[src/ueh_cfg.svh]
// ueh_cfg.svh: register offsets, field positions, reset values and timing figures
// assumes: included by bare name by the package and by every design module
// Contract
// [RULE_01] every detected error condition is reported through an interrupt status bit
// [RULE_02] data buffer overrun/underrun cannot occur, so that status never rises
// [RULE_03] master or target abort on own memory read is fatal; controller halts
// [RULE_04] threshold interrupt may rise once status is posted internally, before memory
// [RULE_05] 1024-entry frame list; rollover interrupt every 1024 milliseconds
// [RULE_06] all interrupts leave on the single shared interrupt line
// [RULE_07] interrupt IN split with criteria unmet leaves error_retry_count unchanged
// [RULE_08] late-start fail never sets missed-microframe; later passing access sets it
// [RULE_09] aborted own read sets host system error status
// [RULE_10] after abort, DMA halts after at most one more USB transaction
// [RULE_11] abort raises interrupt only when host system error enable is set
// [RULE_12] abort sets received master abort or received target abort bit
// [RULE_13] abort sets signaled system error only with system_error_report enable
// [RULE_14] pause stops memory accesses while start-of-frame keeps running
// [RULE_15] power state accepts only D0 and D3; other writes leave it unchanged
// [RULE_16] register accesses in D3 end in master abort; configuration space (0x40 and up) still answers in D3
// [RULE_17] no interrupt in D3; wake events use wake_event_signal
// [RULE_18] writing D0 while in D3 generates an internal reset
// [RULE_19] software suspends or disables all root ports before entering D3
// [RULE_20] on S3/S4/S5 entry PLL is disabled and core logic reset
// [RULE_21] ports pair with companions: 0-1,2-3,4-5 first; 6-7,8-9 second
// [RULE_22] standard USB 2.0 test modes enterable, including Test J and Test Packet
// [RULE_23] internal reset spares firmware-programmed and suspend-well registers
// [RULE_24] after fatal error report halted and issue no memory traffic until restart
`ifndef UEH_CFG_SVH
`define UEH_CFG_SVH

`define UEH_ADDR_W 8
`define UEH_OFS_CMD 8'h00
`define UEH_OFS_STS 8'h04
`define UEH_OFS_INTEN 8'h08
`define UEH_OFS_FRIDX 8'h0C
`define UEH_OFS_TEST 8'h10
`define UEH_CFG_BASE 8'h40
`define UEH_OFS_PWR 8'h40
`define UEH_OFS_CFGSTS 8'h44
`define UEH_OFS_PORTMAP 8'h48
`define UEH_OFS_FWPARAM 8'h4C

`define UEH_BIT_RUN 0
`define UEH_BIT_PAUSE 1
`define UEH_BIT_HCRST 2
`define UEH_STS_W 5
`define UEH_BIT_USBINT 0
`define UEH_BIT_ERRINT 1
`define UEH_BIT_ROLL 3
`define UEH_BIT_HSE 4
`define UEH_BIT_BUFERR 5
`define UEH_BIT_HALTED 12
`define UEH_BIT_SERREN 0
`define UEH_BIT_RXTA 8
`define UEH_BIT_RXMA 9
`define UEH_BIT_SIGSE 10
`define UEH_BIT_WAKEEN 8
`define UEH_BIT_WAKESTS 15

`define UEH_PWR_D0 2'h0
`define UEH_PWR_D3 2'h3
`define UEH_TEST_MAX 4'h5
`define UEH_STS_RST 5'h00
`define UEH_FW_RST 32'h0000_0000

`define UEH_CLK_NS 100
`define UEH_UFRAME_NS 125000
`define UEH_FRIDX_W 13

`define UEH_MAX_PORTS 6
`define UEH_PORTS_HC0 6
`define UEH_PORTS_HC1 4
`define UEH_PORTS_PER_CC 2
`define UEH_CC_W 3
`define UEH_NO_COMPANION 3'h7

`endif

[src/ueh_pkg.sv]
// ueh_pkg: types shared by the controller modules
// assumes: ueh_cfg.svh sits on the include path
`include "ueh_cfg.svh"
package ueh_pkg;
    typedef enum logic [2:0] {
        ST_HALTED = 3'h1,
        ST_RUN = 3'h2,
        ST_ABORT = 3'h4
    } ueh_dma_e;

    typedef enum logic [3:0] {
        TM_OFF = 4'h0,
        TM_J = 4'h1,
        TM_K = 4'h2,
        TM_SE0NAK = 4'h3,
        TM_PACKET = 4'h4,
        TM_FORCE = 4'h5
    } ueh_test_e;

    typedef struct packed {
        logic valid;
        logic masterAbort;
        logic targetAbort;
    } ueh_rdresp_s;

    typedef struct packed {
        logic done;
        logic ioc;
        logic err;
        logic intInSplit;
        logic splitOk;
        logic cSplit;
        logic lateFail;
        logic lateMiss;
        logic [1:0] error_retry_count;
        logic missed;
    } ueh_xact_s;

    typedef struct packed {
        logic valid;
        logic [1:0] error_retry_count;
        logic missed;
    } ueh_wb_s;
endpackage

[src/ueh_ctrl.sv]
// ueh_ctrl: error reporting, interrupt, power state and port sharing of the enhanced host
// assumes: all inputs come from logic on clk_sys; register port answers reads one cycle late
`timescale 1ns/1ps
`include "ueh_cfg.svh"
module ueh_ctrl import ueh_pkg::*; #(
    parameter bit CTRL_SEL = 1'b0,
    parameter int UFRAME_CYC = `UEH_UFRAME_NS / `UEH_CLK_NS
) (
    input wire logic clk_sys, // 10 MHz system clock
    input wire logic rst_n, // synchronous reset, active low
    input wire logic [`UEH_ADDR_W-1:0] regAddr, // register byte address
    input wire logic [31:0] regWdata, // write data
    input wire logic regWr, // write strobe
    input wire logic regRd, // read strobe
    output logic [31:0] regRdata, // read data, cycle after strobe
    output logic regAbort, // access master-aborted
    input wire logic dmaReq, // engines want memory
    output logic memGrant, // memory access allowed
    input wire ueh_rdresp_s rdResp, // own memory read completion
    input wire ueh_xact_s xact, // completed USB transaction
    output ueh_wb_s wb, // descriptor writeback fields
    input wire logic sleepS345, // system entering S3/S4/S5
    output logic pllEnable, // PLL enable
    output logic sofPulse, // microframe start
    output logic sharedIrqLineH, // shared interrupt line
    output logic wakeEventSignal, // wake event in D3
    output logic intResetPulse, // D3-to-D0 internal reset
    output logic [3:0] portTestMode, // port test mode
    output logic [`UEH_MAX_PORTS*`UEH_CC_W-1:0] companionMap // companion per port
);
    localparam int NPORTS = CTRL_SEL ? `UEH_PORTS_HC1 : `UEH_PORTS_HC0;
    localparam int PORT_BASE = CTRL_SEL ? `UEH_PORTS_HC0 : 0;
    // decode
    logic isD0, isCfg, accOk, wrEn, rdEn, abortEv, coreClr, mmioClr, irqCause, stsRead;
    logic rollPulse;
    logic [`UEH_FRIDX_W-1:0] frIdx;
    logic [`UEH_MAX_PORTS*`UEH_CC_W-1:0] mapD;
    // power / configuration group
    logic [1:0] pwr_q, pwr_d;
    logic intRst_q, intRst_d;
    logic serrEn_q, serrEn_d, rxMa_q, rxMa_d, rxTa_q, rxTa_d, sigSe_q, sigSe_d;
    logic [31:0] fwParam_q, fwParam_d;
    logic wakeEn_q, wakeEn_d, wakeSts_q, wakeSts_d;
    // operational group
    ueh_dma_e state_q, state_d;
    // abort wait cycles while microframes run
    localparam int ACW = $clog2(UFRAME_CYC + 2);
    logic [ACW-1:0] abortCnt_q, abortCnt_d;
    logic run_q, run_d, pause_q, pause_d, hcRst_q, hcRst_d;
    logic [`UEH_STS_W-1:0] sts_q, sts_d, stsSet, stsClr, inten_q, inten_d;
    ueh_test_e test_q, test_d;
    // outputs
    logic [31:0] rdata_q, rdata_d;
    logic regAbort_q, regAbort_d, grant_q, grant_d, pll_q, pll_d;
    logic irq_q, irq_d, wake_q, wake_d;
    logic [`UEH_MAX_PORTS*`UEH_CC_W-1:0] map_q;
    ueh_wb_s wb_q, wb_d;
    assign isD0 = (pwr_q == `UEH_PWR_D0);
    assign isCfg = (regAddr >= `UEH_CFG_BASE);
    // memory-mapped range is dead in D3; configuration space always answers
    assign accOk = isD0 | isCfg; // [RULE_16]
    assign wrEn = regWr & accOk;
    assign rdEn = regRd & accOk;
    assign stsRead = regRd & isD0 & (regAddr == `UEH_OFS_STS);
    // every read the engines start is ours, so any abort is fatal
    assign abortEv = rdResp.valid & (rdResp.masterAbort | rdResp.targetAbort); // [RULE_03]
    assign coreClr = intRst_q | sleepS345; // [RULE_20] [RULE_23]
    assign mmioClr = coreClr | hcRst_q;
    assign irqCause = |(sts_q & inten_q);
    ueh_frame_timer #(
        .UFRAME_CYC(UFRAME_CYC)
    ) u_timer (
        .clk_sys(clk_sys),
        .rst_n(rst_n & ~coreClr),
        // start-of-frame runs while paused too; halting or leaving D0 stops it
        .run(isD0 & (state_q != ST_HALTED)), // [RULE_14]
        .sofPulse(sofPulse),
        .rollPulse(rollPulse),
        .frIdx(frIdx)
    );
    // fixed port to companion pairing, one field per root port
    for (genvar p = 0; p < `UEH_MAX_PORTS; p++) begin : g_map
        if (p < NPORTS) begin : g_used
            assign mapD[p*`UEH_CC_W +: `UEH_CC_W] =
                `UEH_CC_W'((PORT_BASE + p) / `UEH_PORTS_PER_CC); // [RULE_21]
        end else begin : g_none
            assign mapD[p*`UEH_CC_W +: `UEH_CC_W] = `UEH_NO_COMPANION;
        end
    end
    // power and configuration state
    always_comb begin
        pwr_d = pwr_q;
        intRst_d = 1'b0;
        serrEn_d = serrEn_q;
        rxMa_d = rxMa_q | (abortEv & rdResp.masterAbort); // [RULE_12]
        rxTa_d = rxTa_q | (abortEv & rdResp.targetAbort); // [RULE_12]
        sigSe_d = sigSe_q | (abortEv & serrEn_q); // [RULE_13]
        fwParam_d = fwParam_q;
        wakeEn_d = wakeEn_q;
        // wake status lives in the suspend well and survives core resets
        wakeSts_d = wakeSts_q | (!isD0 & irqCause); // [RULE_17]
        if (wrEn && regAddr == `UEH_OFS_PWR) begin
            if (regWdata[1:0] == `UEH_PWR_D0 || regWdata[1:0] == `UEH_PWR_D3) begin
                pwr_d = regWdata[1:0]; // [RULE_15]
            end
            intRst_d = (pwr_q == `UEH_PWR_D3) && (regWdata[1:0] == `UEH_PWR_D0); // [RULE_18]
            wakeEn_d = regWdata[`UEH_BIT_WAKEEN];
            if (regWdata[`UEH_BIT_WAKESTS] && isD0 && !irqCause) begin
                wakeSts_d = 1'b0;
            end
        end else if (wrEn && regAddr == `UEH_OFS_CFGSTS) begin
            serrEn_d = regWdata[`UEH_BIT_SERREN];
            // write-one-to-clear, a same-cycle abort still lands
            rxMa_d = rxMa_d & ~(regWdata[`UEH_BIT_RXMA] & ~(abortEv & rdResp.masterAbort));
            rxTa_d = rxTa_d & ~(regWdata[`UEH_BIT_RXTA] & ~(abortEv & rdResp.targetAbort));
            sigSe_d = sigSe_d & ~(regWdata[`UEH_BIT_SIGSE] & ~(abortEv & serrEn_q));
        end else if (wrEn && regAddr == `UEH_OFS_FWPARAM) begin
            fwParam_d = regWdata;
        end
        if (coreClr) begin
            serrEn_d = 1'b0; // [RULE_23]
            rxMa_d = 1'b0;
            rxTa_d = 1'b0;
            sigSe_d = 1'b0;
        end
        if (sleepS345) begin
            pwr_d = `UEH_PWR_D0;
        end
    end
    always_ff @(posedge clk_sys) begin
        if (!rst_n) begin
            pwr_q <= `UEH_PWR_D0;
            intRst_q <= 1'b0;
            serrEn_q <= 1'b0;
            rxMa_q <= 1'b0;
            rxTa_q <= 1'b0;
            sigSe_q <= 1'b0;
            fwParam_q <= `UEH_FW_RST;
            wakeEn_q <= 1'b0;
            wakeSts_q <= 1'b0;
        end else begin
            pwr_q <= pwr_d;
            intRst_q <= intRst_d;
            serrEn_q <= serrEn_d;
            rxMa_q <= rxMa_d;
            rxTa_q <= rxTa_d;
            sigSe_q <= sigSe_d;
            fwParam_q <= fwParam_d;
            wakeEn_q <= wakeEn_d;
            wakeSts_q <= wakeSts_d;
        end
    end
    // operational registers and the DMA halt machine
    always_comb begin
        stsSet = '0;
        stsSet[`UEH_BIT_USBINT] = xact.done & xact.ioc; // [RULE_04]
        stsSet[`UEH_BIT_ERRINT] = xact.done & xact.err; // [RULE_01]
        stsSet[`UEH_BIT_ROLL] = rollPulse; // [RULE_05]
        stsSet[`UEH_BIT_HSE] = abortEv; // [RULE_09] [RULE_01]
        stsClr = '0;
        run_d = run_q;
        pause_d = pause_q;
        hcRst_d = 1'b0;
        inten_d = inten_q;
        test_d = test_q;
        state_d = state_q;
        abortCnt_d = '0;
        if (wrEn && regAddr == `UEH_OFS_CMD) begin
            run_d = regWdata[`UEH_BIT_RUN];
            pause_d = regWdata[`UEH_BIT_PAUSE]; // [RULE_14]
            hcRst_d = regWdata[`UEH_BIT_HCRST];
        end else if (wrEn && regAddr == `UEH_OFS_STS) begin
            stsClr = regWdata[`UEH_STS_W-1:0];
        end else if (wrEn && regAddr == `UEH_OFS_INTEN) begin
            inten_d = regWdata[`UEH_STS_W-1:0];
        end else if (wrEn && regAddr == `UEH_OFS_TEST) begin
            // test packet gap timing is not held to spec, only the pattern is
            if (regWdata[3:0] <= `UEH_TEST_MAX) begin
                test_d = ueh_test_e'(regWdata[3:0]); // [RULE_22]
            end
        end
        // set wins over a same-cycle software clear
        sts_d = (sts_q & ~stsClr) | stsSet;
        case (state_q)
            ST_HALTED: begin
                if (run_q) begin
                    state_d = ST_RUN;
                end
            end
            ST_RUN: begin
                if (abortEv) begin
                    state_d = ST_ABORT; // [RULE_03]
                end else if (!run_q) begin
                    state_d = ST_HALTED;
                end
            end
            ST_ABORT: begin
                abortCnt_d = abortCnt_q + ACW'(isD0 && abortCnt_q != '1);
                // one more transaction may finish; a microframe edge ends the wait
                if (xact.done || sofPulse) begin
                    state_d = ST_HALTED; // [RULE_10]
                    run_d = 1'b0; // [RULE_24]
                end
            end
            default: begin
                state_d = ST_HALTED;
            end
        endcase
        if (mmioClr) begin
            run_d = 1'b0;
            pause_d = 1'b0;
            sts_d = `UEH_STS_RST;
            inten_d = '0;
            test_d = TM_OFF;
            state_d = ST_HALTED;
        end
    end
    always_ff @(posedge clk_sys) begin
        if (!rst_n) begin
            state_q <= ST_HALTED;
            abortCnt_q <= '0;
            run_q <= 1'b0;
            pause_q <= 1'b0;
            hcRst_q <= 1'b0;
            sts_q <= `UEH_STS_RST;
            inten_q <= '0;
            test_q <= TM_OFF;
        end else begin
            state_q <= state_d;
            abortCnt_q <= abortCnt_d;
            run_q <= run_d;
            pause_q <= pause_d;
            hcRst_q <= hcRst_d;
            sts_q <= sts_d;
            inten_q <= inten_d;
            test_q <= test_d;
        end
    end
    // read data, aborts, interrupt, grant and writeback
    always_comb begin
        rdata_d = '0;
        if (rdEn) begin
            if (regAddr == `UEH_OFS_CMD) begin
                rdata_d[`UEH_BIT_RUN] = run_q;
                rdata_d[`UEH_BIT_PAUSE] = pause_q;
            end else if (regAddr == `UEH_OFS_STS) begin
                rdata_d[`UEH_STS_W-1:0] = sts_q;
                rdata_d[`UEH_BIT_BUFERR] = 1'b0; // [RULE_02]
                rdata_d[`UEH_BIT_HALTED] = (state_q == ST_HALTED); // [RULE_24]
            end else if (regAddr == `UEH_OFS_INTEN) begin
                rdata_d[`UEH_STS_W-1:0] = inten_q;
            end else if (regAddr == `UEH_OFS_FRIDX) begin
                rdata_d[`UEH_FRIDX_W-1:0] = frIdx;
            end else if (regAddr == `UEH_OFS_TEST) begin
                rdata_d[3:0] = test_q;
            end else if (regAddr == `UEH_OFS_PWR) begin
                rdata_d[1:0] = pwr_q;
                rdata_d[`UEH_BIT_WAKEEN] = wakeEn_q;
                rdata_d[`UEH_BIT_WAKESTS] = wakeSts_q;
            end else if (regAddr == `UEH_OFS_CFGSTS) begin
                rdata_d[`UEH_BIT_SERREN] = serrEn_q;
                rdata_d[`UEH_BIT_RXTA] = rxTa_q;
                rdata_d[`UEH_BIT_RXMA] = rxMa_q;
                rdata_d[`UEH_BIT_SIGSE] = sigSe_q;
            end else if (regAddr == `UEH_OFS_PORTMAP) begin
                rdata_d[`UEH_MAX_PORTS*`UEH_CC_W-1:0] = map_q;
            end else if (regAddr == `UEH_OFS_FWPARAM) begin
                rdata_d = fwParam_q;
            end
        end
        regAbort_d = (regWr | regRd) & ~accOk; // [RULE_16]
        // paused or halted engines never touch memory
        grant_d = dmaReq & isD0 & run_q & ~pause_q & (state_q == ST_RUN) &
            ~sleepS345; // [RULE_14] [RULE_24]
        pll_d = ~sleepS345; // [RULE_20]
        // one line for every source, silenced in D3 where wake takes over
        irq_d = isD0 & irqCause; // [RULE_06] [RULE_11] [RULE_17]
        wake_d = wakeSts_q & wakeEn_q; // [RULE_17]
        wb_d.valid = xact.done;
        wb_d.error_retry_count = xact.error_retry_count;
        if (xact.intInSplit && !xact.splitOk) begin
            wb_d.error_retry_count = xact.error_retry_count; // [RULE_07]
        end else if (xact.err && xact.error_retry_count != 2'h0) begin
            wb_d.error_retry_count = xact.error_retry_count - 2'h1;
        end
        // a fetch that fails late start leaves the bit for a later pass
        wb_d.missed = xact.missed | (xact.cSplit & xact.lateMiss & ~xact.lateFail); // [RULE_08]
    end
    always_ff @(posedge clk_sys) begin
        if (!rst_n) begin
            rdata_q <= '0;
            regAbort_q <= 1'b0;
            grant_q <= 1'b0;
            pll_q <= 1'b0;
            irq_q <= 1'b0;
            wake_q <= 1'b0;
            map_q <= '0;
            wb_q <= '0;
        end else begin
            rdata_q <= rdata_d;
            regAbort_q <= regAbort_d;
            grant_q <= grant_d;
            pll_q <= pll_d;
            irq_q <= irq_d;
            wake_q <= wake_d;
            map_q <= mapD;
            wb_q <= wb_d;
        end
    end
    assign regRdata = rdata_q;
    assign regAbort = regAbort_q;
    assign memGrant = grant_q;
    assign pllEnable = pll_q;
    assign sharedIrqLineH = irq_q;
    assign wakeEventSignal = wake_q;
    assign intResetPulse = intRst_q;
    assign portTestMode = test_q;
    assign companionMap = map_q;
    assign wb = wb_q;
endmodule

[src/ueh_frame_timer.sv]
// ueh_frame_timer: microframe divider and frame index
// assumes: rst_n already merged with every core-well reset source
`timescale 1ns/1ps
`include "ueh_cfg.svh"
module ueh_frame_timer import ueh_pkg::*; #(
    parameter int UFRAME_CYC = `UEH_UFRAME_NS / `UEH_CLK_NS
) (
    input wire logic clk_sys, // system clock
    input wire logic rst_n, // synchronous core reset, active low
    input wire logic run, // count microframes
    output logic sofPulse, // one cycle at each microframe start
    output logic rollPulse, // one cycle at frame list wrap
    output logic [`UEH_FRIDX_W-1:0] frIdx // microframe index
);
    localparam int CW = $clog2(UFRAME_CYC);
    localparam logic [CW-1:0] LAST = CW'(UFRAME_CYC - 1);

    logic [CW-1:0] cnt_q, cnt_d;
    logic [`UEH_FRIDX_W-1:0] idx_q, idx_d;
    logic sof_q, sof_d, roll_q, roll_d;

    always_comb begin
        cnt_d = cnt_q;
        idx_d = idx_q;
        sof_d = 1'b0;
        roll_d = 1'b0;
        if (run) begin
            if (cnt_q == LAST) begin
                cnt_d = '0;
                sof_d = 1'b1;
                idx_d = idx_q + 1'b1;
                // 8 microframes x 1024 frames wrap the index once per 1024 ms
                roll_d = &idx_q; // [RULE_05]
            end else begin
                cnt_d = cnt_q + 1'b1;
            end
        end
    end

    always_ff @(posedge clk_sys) begin
        if (!rst_n) begin
            cnt_q <= '0;
            idx_q <= '0;
            sof_q <= 1'b0;
            roll_q <= 1'b0;
        end else begin
            cnt_q <= cnt_d;
            idx_q <= idx_d;
            sof_q <= sof_d;
            roll_q <= roll_d;
        end
    end

    assign sofPulse = sof_q;
    assign rollPulse = roll_q;
    assign frIdx = idx_q;
endmodule

[config.mk]
export PLATFORM = sky130hd
export DESIGN_NAME = ueh_ctrl
export DESIGN_NICKNAME = d
export VERILOG_FILES = /design/src/ueh_pkg.sv /design/src/ueh_ctrl.sv /design/src/ueh_frame_timer.sv
export VERILOG_INCLUDE_DIRS = /design/src /design/src/src
export SDC_FILE = /design/constraint.sdc
export NUM_CORES = 1
export LEC_CHECK = 0
export BUFFER_PORTS_ARGS = -buffer_cell sky130_fd_sc_hd__buf_4
export CORE_ASPECT_RATIO = 1.1
export CORE_UTILIZATION = 40
export DETAILED_ROUTE_END_ITERATION = 7
export HOLD_SLACK_MARGIN = 0.06
export PLACE_DENSITY = 0.73
export SYNTH_ARGS = -nofsm -noshare
export SYNTH_HDL_FRONTEND = slang
export SYNTH_SLANG_ARGS = --single-unit
[constraint.sdc]
create_clock -name clk_sys -period 2.07 [get_ports clk_sys]
set_input_delay 0.3105 -clock clk_sys [delete_from_list [all_inputs] [get_ports clk_sys]]
set_output_delay 0.3105 -clock clk_sys [all_outputs]
set_load 0.01 [all_outputs]
# Word-level counts from Yosys, hierarchy flattened
# Index checks and enable logic that the tools add are counted.
# classes
n_lt_le_gt_ge	2
bitwise	59
n_div	0
n_mul	0
reduce_logical	41
add_sub_neg	3
n_mux	70
n_eq_ne	18
shifts	0
# op_table
op	count
32-bit 2-to-1 mux	10
28-bit 2-to-1 mux	6
18-bit 2-to-1 mux	5
6-bit 2-to-1 mux	6
7-bit 2-to-1 mux	5
8-bit by 7-bit equality test with 1-bit output (second input constant)	4
1-bit AND	27
21-bit 2-to-1 mux	1
5-bit 2-to-1 mux	4
1-bit inverter	18
17-bit 2-to-1 mux	1
8-bit by 4-bit equality test with 1-bit output (second input constant)	2
1-bit 2-to-1 mux	16
16-bit 2-to-1 mux	1
3-bit 2-to-1 mux	5
14-bit 2-to-1 mux	1
2-bit AND reduction	7
13-bit by 1-bit adder with 13-bit output (second input constant)	1
13-bit 2-to-1 mux	1
13-bit AND reduction	1
1-bit logical AND	12
3-bit AND reduction	4
11-bit by 1-bit adder with 11-bit output (second input constant)	1
11-bit equality test (second input constant)	1
31 further kinds	53
# word_totals
mem_count	0
reg_bits	146
mem_bits_ro	0
latch_bits	0
output_inout_bits	65
ram_bits	0

# Depth between registers and ports, before layout
# Gate-level depths: netlist (run 1).
# logic_depth
word_depth	36
depth_mapped	8
ltp_nobuf	6

# By module
# Synthesis (run 1) repeated with hierarchy kept, for this count alone.
# hier_totals
cells_unflattened	622
area_unflattened_um2	5456.5
# by_module_without_submodules
mod	area_per_inst_um2	cells_per_inst	n_inst	seq_area_each_um2
ueh_ctrl	4276.6	491	1	2062.0
ueh_frame_timer	1179.9	131	1	520.5

# Least setup slack after synthesis (run 1)
# Ideal clock, no wire load.
# synth_path
path_kind	register to register
startpoint	register u_timer.cnt_q[0]
endpoint	register u_timer.idx_q[11], in the netlist u_timer.frIdx[11]
stages_incl_launch_ff	7
slack_ps	333
path_buffers	1
setup_time_ps	70
arrival_time_ps	1667
cell_sequence	dfxtp_1 > ha_1 > and4bb_1 > nand3_1 > clkbuf_1 > or4_1 > a21oi_1
# synth_via
elab_chain_cells	2
# synth_lines
element	line_no	text
from (decl)	ueh_frame_timer.sv:18	logic [CW-1:0] cnt_q, cnt_d;
from (signal assigned)	ueh_frame_timer.sv:47	cnt_q <= cnt_d;
11-bit equality test	ueh_frame_timer.sv:28	if (cnt_q == LAST) begin
2-bit AND reduction (no line)	--	
to (signal assigned)	ueh_frame_timer.sv:48	idx_q <= idx_d;
to (decl)	ueh_frame_timer.sv:19	logic [`UEH_FRIDX_W-1:0] idx_q, idx_d;
# Every way passes these cells.
# A chain may end at the register's enable or synchronous reset.

# Final worst setup path (run 1)
# layout_path
startpoint	register u_timer.idx_q[4], in the netlist u_timer.frIdx[4]
endpoint	register u_timer.idx_q[12], in the netlist u_timer.frIdx[12]
# layout_via
elab_chain_cells	1
# layout_lines
element	line_no	text
13-bit by 1-bit adder with 13-bit output	ueh_frame_timer.sv:31	idx_d = idx_q + 1'b1;
# Every way passes these cells.

==> impl_metrics.csv, run 1 <==
group,metric,value,unit
synthesis,syn_inst,676,
synthesis,ys_warn_count,0,
worst_setup_path,path_max_fanout,7,
global_route,grt_max_degree,34,
worst_setup_path,required,2.42,ns
drt,detail-route-antenna-nets,0,
sta,tightest_slew,0.694,ns
global_route,antenna_found_initial,0,
finish,stdcell_area,7470,um^2
cts,root_buffer,"clkbuf_16",
drt,drc_errors,0,
worst_setup_path,reg2reg_depth,4,
cts,postCtsSetupBuffers,0,
pwr,combPwrFrac,0.062,
finish,n_antenna_cell,0,
synthesis,ys.flop_type,"dfxtp_1",
finish,regArea,2580,um^2
pwr,leakage,2.94,nW
synthesis,async_flop_share,0,
synthesis,synth_area_per_cell,8.64,um^2
die,io_pins,125,
synthesis,ys_types,71,
worst_setup_path,start_kind,"register",
synthesis,ys_ff_latch,129,
synthesis,yosysSeqAreaShare,0.442,
finish,fillCellCount,1312,
die,die_y,129,um
pwr,power-per-cell-area,761,nW/um^2
drt,drtIter0Drc,462,
finish,post_route_cells_drive_above_1_share,0.238,
finish,layout.nets,860,
worst_setup_path,critPathMaxStageDelay,0.59,ns
worst_setup_path,worstSetupPathType,"reg2reg",
place,dpl_cell_area,6910,um^2
cts,cts.sinks,129,
cts,clk_latency,0.42,ns
worst_setup_path,worstPathArrival,2.22,ns
cts,cts_made_buffers,17,
cts,postCtsHoldBufs,0,
cts,cts_tree,"yes",
global_route,grt_usage,0.224,
worst_setup_path,path_depth,4,
sta,min_period,1.87,ns
die,core,14000,um^2
place,gp_congestion,0.927,
pwr,p_sw,0.00137,W
drt,routed_wl,16000,um
drt,routedWlPerCell,16.1,um
die,dieArea,15100,um^2
drt,vias,5371,
place,dp_hpwl,11600,um
synthesis,netlist_area,5840,um^2
finish,multiInputGateArea,2950,um^2
hold_path,holdPathStages,2,
pwr,power_frac_seq,0.440,
sta,setup_viol,0,
finish,final_core_util,0.533,
die,die_w,117,um
worst_setup_path,cp_cell_sequence,"nand4_2 -> or4_1 -> or4_1 -> a21oi_1",
die,rows,45,
finish,layout_commonest_cell,"buf_4",
pwr,clock_power_share,0.498,
global_route,grt_pass1_wl,25500,um
cts,htreeDepth,4,
sta,fmaxAchievable,535,MHz
global_route,grt_pass1_vias,4964,
finish,final_cells,994,
sta,finalClockSkew,0.00554,ns
global_route,grt.overflow.total,0,
worst_setup_path,cp_common_cell,"or4_1",
synthesis,synth-edff-count,0,
cts,post_cts_resized,0,
pwr,switching_share,0.241,
sta,slew_headroom,0.537,
die,start_util,0.417,
worst_setup_path,end_kind,"register",
cts,cts_buffer_depth,2,
cts,path_clk_slew,0.06,ns
drt,first_pass_iters,5,
finish,area_growth,27.9,%
job,cap_viol_max_count,0,
drt,viasPerCell,5.40,
sta,period_share,0.903,
sta,hold_viol,0,
pwr,p_int,0.00432,W
place,portBuffers,110,
sta,rsz0062_at_grt,"no",
outcome,outcome,"complete, no violations",
sta,setup_tns,0,ns
place,dp_cells,962,
worst_setup_path,cpMaxStageDelayCell,"or4_1",
worst_setup_path,path_buf_inv,0,
finish,layout_common_cells,"buf_4 (139), dfxtp_1 (129), nand2_1 (100), nor2_1 (41), a21oi_1 (40)",
sta,finalMaxSlewViolations,0,
worst_setup_path,cp_top_family,"simple AND/OR/NAND/NOR gates",
pwr,irDropWorstVdd,0.000509,V
hold_path,hp-class,"in2reg",
[path summary, 6_finish.rpt]
path | startpoint | end | slack (ns)
max | u_timer.frIdx[4]$_SDFFE_PN0P_ | u_timer.frIdx[12]$_SDFFE_PN0P_ | 0.20
max reg2reg | u_timer.frIdx[4]$_SDFFE_PN0P_ | u_timer.frIdx[12]$_SDFFE_PN0P_ | 0.20
min reg2reg | fwParam_q[29]$_SDFFE_PN0P_ | fwParam_q[29]$_SDFFE_PN0P_ | 0.45
min | xact[0] | wb[0]$_SDFF_PN0_ | 0.1
[cells by family (layout without fill, tap and decap cells)]
family / after synthesis / in the layout / share of synthesized area
AND/OR/NAND/NOR: 284 / 284 / 0.262
AO/OA/AOI/OAI: 160 / 160 / 0.181
flip-flops: 129 / 129 / 0.442
buffers and inverters: 73 / 190 / 0.0632
multiplexers: 12 / 12 / 0.0208
XOR/XNOR: 10 / 10 / 0.0150
adder cells (fa/ha/maj): 7 / 7 / 0.0150
other: 1 / 14 / 0.000642
[flip-flops by register name, summed over array words and instances (netlist names), 2 cells and up]
| signal | cells |
|---|---|
| fwParam_q | 32 |
| regRdata | 32 |
| u_timer.frIdx | 13 |
| u_timer.cnt_q | 11 |
| inten_q | 5 |
| sts_q | 5 |
| portTestMode | 4 |
| wb | 4 |
| state_q | 3 |
| pwr_q | 2 |
[cell type report]
class,instances,share of cell area
tap,188,0.0315
multi-input combinational,487,0.394
clock inverter,14,0.0177
timing repair buffer,141,0.145
clock buffer,18,0.0574
sequential,129,0.346
inverter,17,0.00854
[synth_stat cells (3+ instances only)]
cell	count	area, um^2
clkbuf_1	19	71.3
nand2b_1	7	43.8
o21ai_0	30	150
buf_2	15	75.1
or3_1	4	25.0
nor3b_1	5	37.5
xnor2_1	9	78.8
nor2b_1	7	43.8
nand4_1	7	43.8
o211ai_1	3	22.5
nor4_1	5	31.3
nand2_1	100	375
nand3b_1	4	30.0
ha_1	7	87.6
and2_1	4	25.0
nor4b_1	4	35.0
dfxtp_1	129	2580
nor2_2	3	18.8
or2_2	3	18.8
a21oi_1	40	200
a22oi_1	12	90.1
o21ai_1	4	20.0
or4_1	11	82.6
buf_4	20	150
o21a_1	4	30.0
o31ai_1	10	75.1
a32oi_1	3	26.3
and3_1	24	150
nor3_1	10	50.1
nor2_1	41	154
mux2i_1	11	110
inv_1	17	63.8
nand3_1	25	125
o2111ai_1	5	43.8
a21boi_1	33	248
a22o_1	3	26.3
[layer usage]
metal / global-route usage / vias up / routed length [um]
met5: 0 / - / 0
met4: 0.115 / 0 / 556
met3: 0.0589 / 44 / 1140
met2: 0.341 / 223 / 7270
met1: 0.292 / 2496 / 7070
li1: - / 2608 / -
[power by group through the flow]
stage	Combinational, W	Sequential (W)	Clock, W
floorplan	0.000187	0.00256	0
global placement	0.000346	0.00256	0
detailed placement	0.000348	0.00256	0
CTS	0.000351	0.00250	0.00287
global route	0.000381	0.00250	0.00301
finish	0.000353	0.00250	0.00283
[through the flow]
step                      hold WS, ns  setup slack, ns  power (W)
after floorplan                 0.338            0.333    0.00275
after global placement          0.435            0.256    0.00290
after detailed placement        0.439            0.207    0.00291
after CTS                      0.0830            0.240    0.00573
after global routing            0.106            0.134    0.00590
final                          0.0981            0.202    0.00569
(Power assumes the default switching activity.)
==> inputs of run 2 (changes only) <==
- RECOVER_POWER: default -> 25
==> run 2 against run 1 <==
Global-route usage unchanged. Combinational power decreased by 3%. Wire length about the same. Via count decreased by 0.48%. First-iteration DRC count increased by 6.5%. Die area unchanged. Fmax about the same. Flip-flop and latch count unchanged. Largest power group unchanged. Clock power about the same. Cell count unchanged. Final area decreased by 2.1%.
==> impl_metrics.csv, run 2 (synthesis results as in run 1) <==
group,metric,value,unit
drt,routed_wl,16000,um
cts,cts_made_buffers,17,
die,io_pins,125,
sta,rsz0062_at_grt,"no",
global_route,grt_use_met3,0.0589,
worst_setup_path,r2r_start,"u_timer.frIdx[4]$_SDFFE_PN0P_",
cts,htreeDepth,4,
cts,post_cts_resized,0,
outcome,outcome,"complete, no violations",
finish,post_route_cells_drive_above_1_share,0.187,
drt,drtIter0Drc,492,
pwr,total_power,0.00569,W
drt,first_pass_iters,5,
drt,vias,5345,
place,gp_congestion,0.927,
sta,setup_ws,0.203,ns
global_route,grt_pass1_wl,25500,um
worst_setup_path,required,2.43,ns
worst_setup_path,crit_end,"u_timer.frIdx[12]$_SDFFE_PN0P_",
finish,n_antenna_cell,0,
place,dp_hpwl,11600,um
sta,min_period,1.87,ns
cts,cts_buffer_depth,2,
cts,root_buffer,"clkbuf_16",
cts,clk_latency,0.42,ns
cts,cts.sinks,129,
worst_setup_path,reg2reg_to,"u_timer.frIdx[12]$_SDFFE_PN0P_",
cts,postCtsHoldBufs,0,
sta,finalMaxSlewViolations,0,
drt,drc_errors,0,
global_route,antenna_found_initial,0,
die,dieArea,15100,um^2
global_route,top_usage_layer,"met2",
finish,fillCellCount,1344,
cts,path_clk_slew,0.06,ns
sta,hold_viol,0,
die,die_y,129,um
global_route,grt_max_degree,34,
global_route,grt.overflow.total,0,
global_route,grt_util_met2,0.341,
die,start_util,0.417,
finish,area_growth,25.3,%
pwr,power-per-cell-area,777,nW/um^2
place,portBuffers,110,
pwr,irDropWorstVdd,0.000514,V
global_route,grt_usage,0.224,
cts,postCtsSetupBuffers,0,
place,dp_slack,0.207,ns
sta,finalClockSkew,0.00517,ns
drt,detail-route-antenna-nets,0,
finish,stdcell_area,7320,um^2
finish,layout_commonest_cell,"dfxtp_1",
worst_setup_path,start_kind,"register",
sta,period_share,0.902,
pwr,leakage,2.76,nW
sta,setup_tns,0,ns
worst_setup_path,path_max_fanout,7,
sta,setup_viol,0,
cts,cts_tree,"yes",
die,rows,45,
worst_setup_path,reg2reg_depth,4,
global_route,grt_util_met1,0.292,
place,dpl_cell_area,6910,um^2
hold_path,hp-class,"in2reg",
drt,routedWlPerCell,16.1,um
sta,slew_headroom,0.542,
worst_setup_path,worstPathArrival,2.22,ns
worst_setup_path,worstSetupPathType,"reg2reg",
finish,layout.nets,860,
finish,layout_common_cells,"dfxtp_1 (129), nand2_1 (100), buf_4 (98), clkbuf_1 (42), nor2_1 (41)",
sta,fmaxAchievable,535,MHz
job,cap_viol_max_count,0,
drt,viasPerCell,5.38,
die,core,14000,um^2
worst_setup_path,end_kind,"register",
sta,tightest_slew,0.687,ns
finish,final_core_util,0.522,
die,die_w,117,um
worst_setup_path,crit_start,"u_timer.frIdx[4]$_SDFFE_PN0P_",
worst_setup_path,ff2ff_setup_slack,0.20,ns
global_route,grt_pass1_vias,4964,
## run 2: cell count changes in the layout (fill, tap and decap cells not counted), sizes merged
| cell | before | now |
|---|---|---|
| clkbuf | 18 | 59 |
| buf | 141 | 100 |
## run 2: worst min-delay path by stage
| stage | start | slack [ns] | to | depth (start not counted) |
|---|---|---|---|---|
| floorplan | rst_n | 0.34 | companionMap[13]$_DFF_P_ | 0 |
| global placement | u_timer.rollPulse$_SDFF_PN0_ | 0.43 | sts_q[3]$_SDFF_PP0_ | 2 |
| detailed placement | u_timer.rollPulse$_SDFF_PN0_ | 0.44 | sts_q[3]$_SDFF_PP0_ | 2 |
| CTS | xact[0] | 0.08 | wb[0]$_SDFF_PN0_ | 2 |
| global route | xact[0] | 0.11 | wb[0]$_SDFF_PN0_ | 2 |
| finish | xact[0] | 0.09 | wb[0]$_SDFF_PN0_ | 2 |
## run 2: cell type report
cell class	instances	area [um^2]	area share
Clock buffer	18	429	0.0586
Inverter	17	63.8	0.00872
Sequential cell	129	2580	0.353
Multi-Input combinational cell	487	2950	0.403
Tap cell	188	235	0.0321
Clock inverter	14	133	0.0181
Timing Repair Buffer	141	930	0.127
## run 2: power by group
part	switching (W)	internal (W)
clock network	0.00118	0.00166
logic	0.000196	0.000148
registers	0.00000755	0.00250
total	0.00138	0.00431
## run 2: critical path: stages (launching register included)
cell and delay [ns]:
dfxtp_1 0.48, nand4_2 0.18, or4_1 0.59, or4_1 0.42, a21oi_1 0.14
## run 2: per-stage QoR
| stage | instances | hold WS (ns) |
|---|---|---|
| final | 994 | 0.0944 |
| after detailed placement | 962 | 0.439 |
| after floorplan | 689 | 0.338 |
| after global placement | 962 | 0.435 |
| after global routing | 994 | 0.106 |
| after CTS | 994 | 0.0830 |
## run 2: routing by layer
metal / vias up / share of wire
met5: - / 0
met4: 0 / 0.037
met3: 42 / 0.069
met2: 217 / 0.45
met1: 2481 / 0.44
li1: 2605 / -
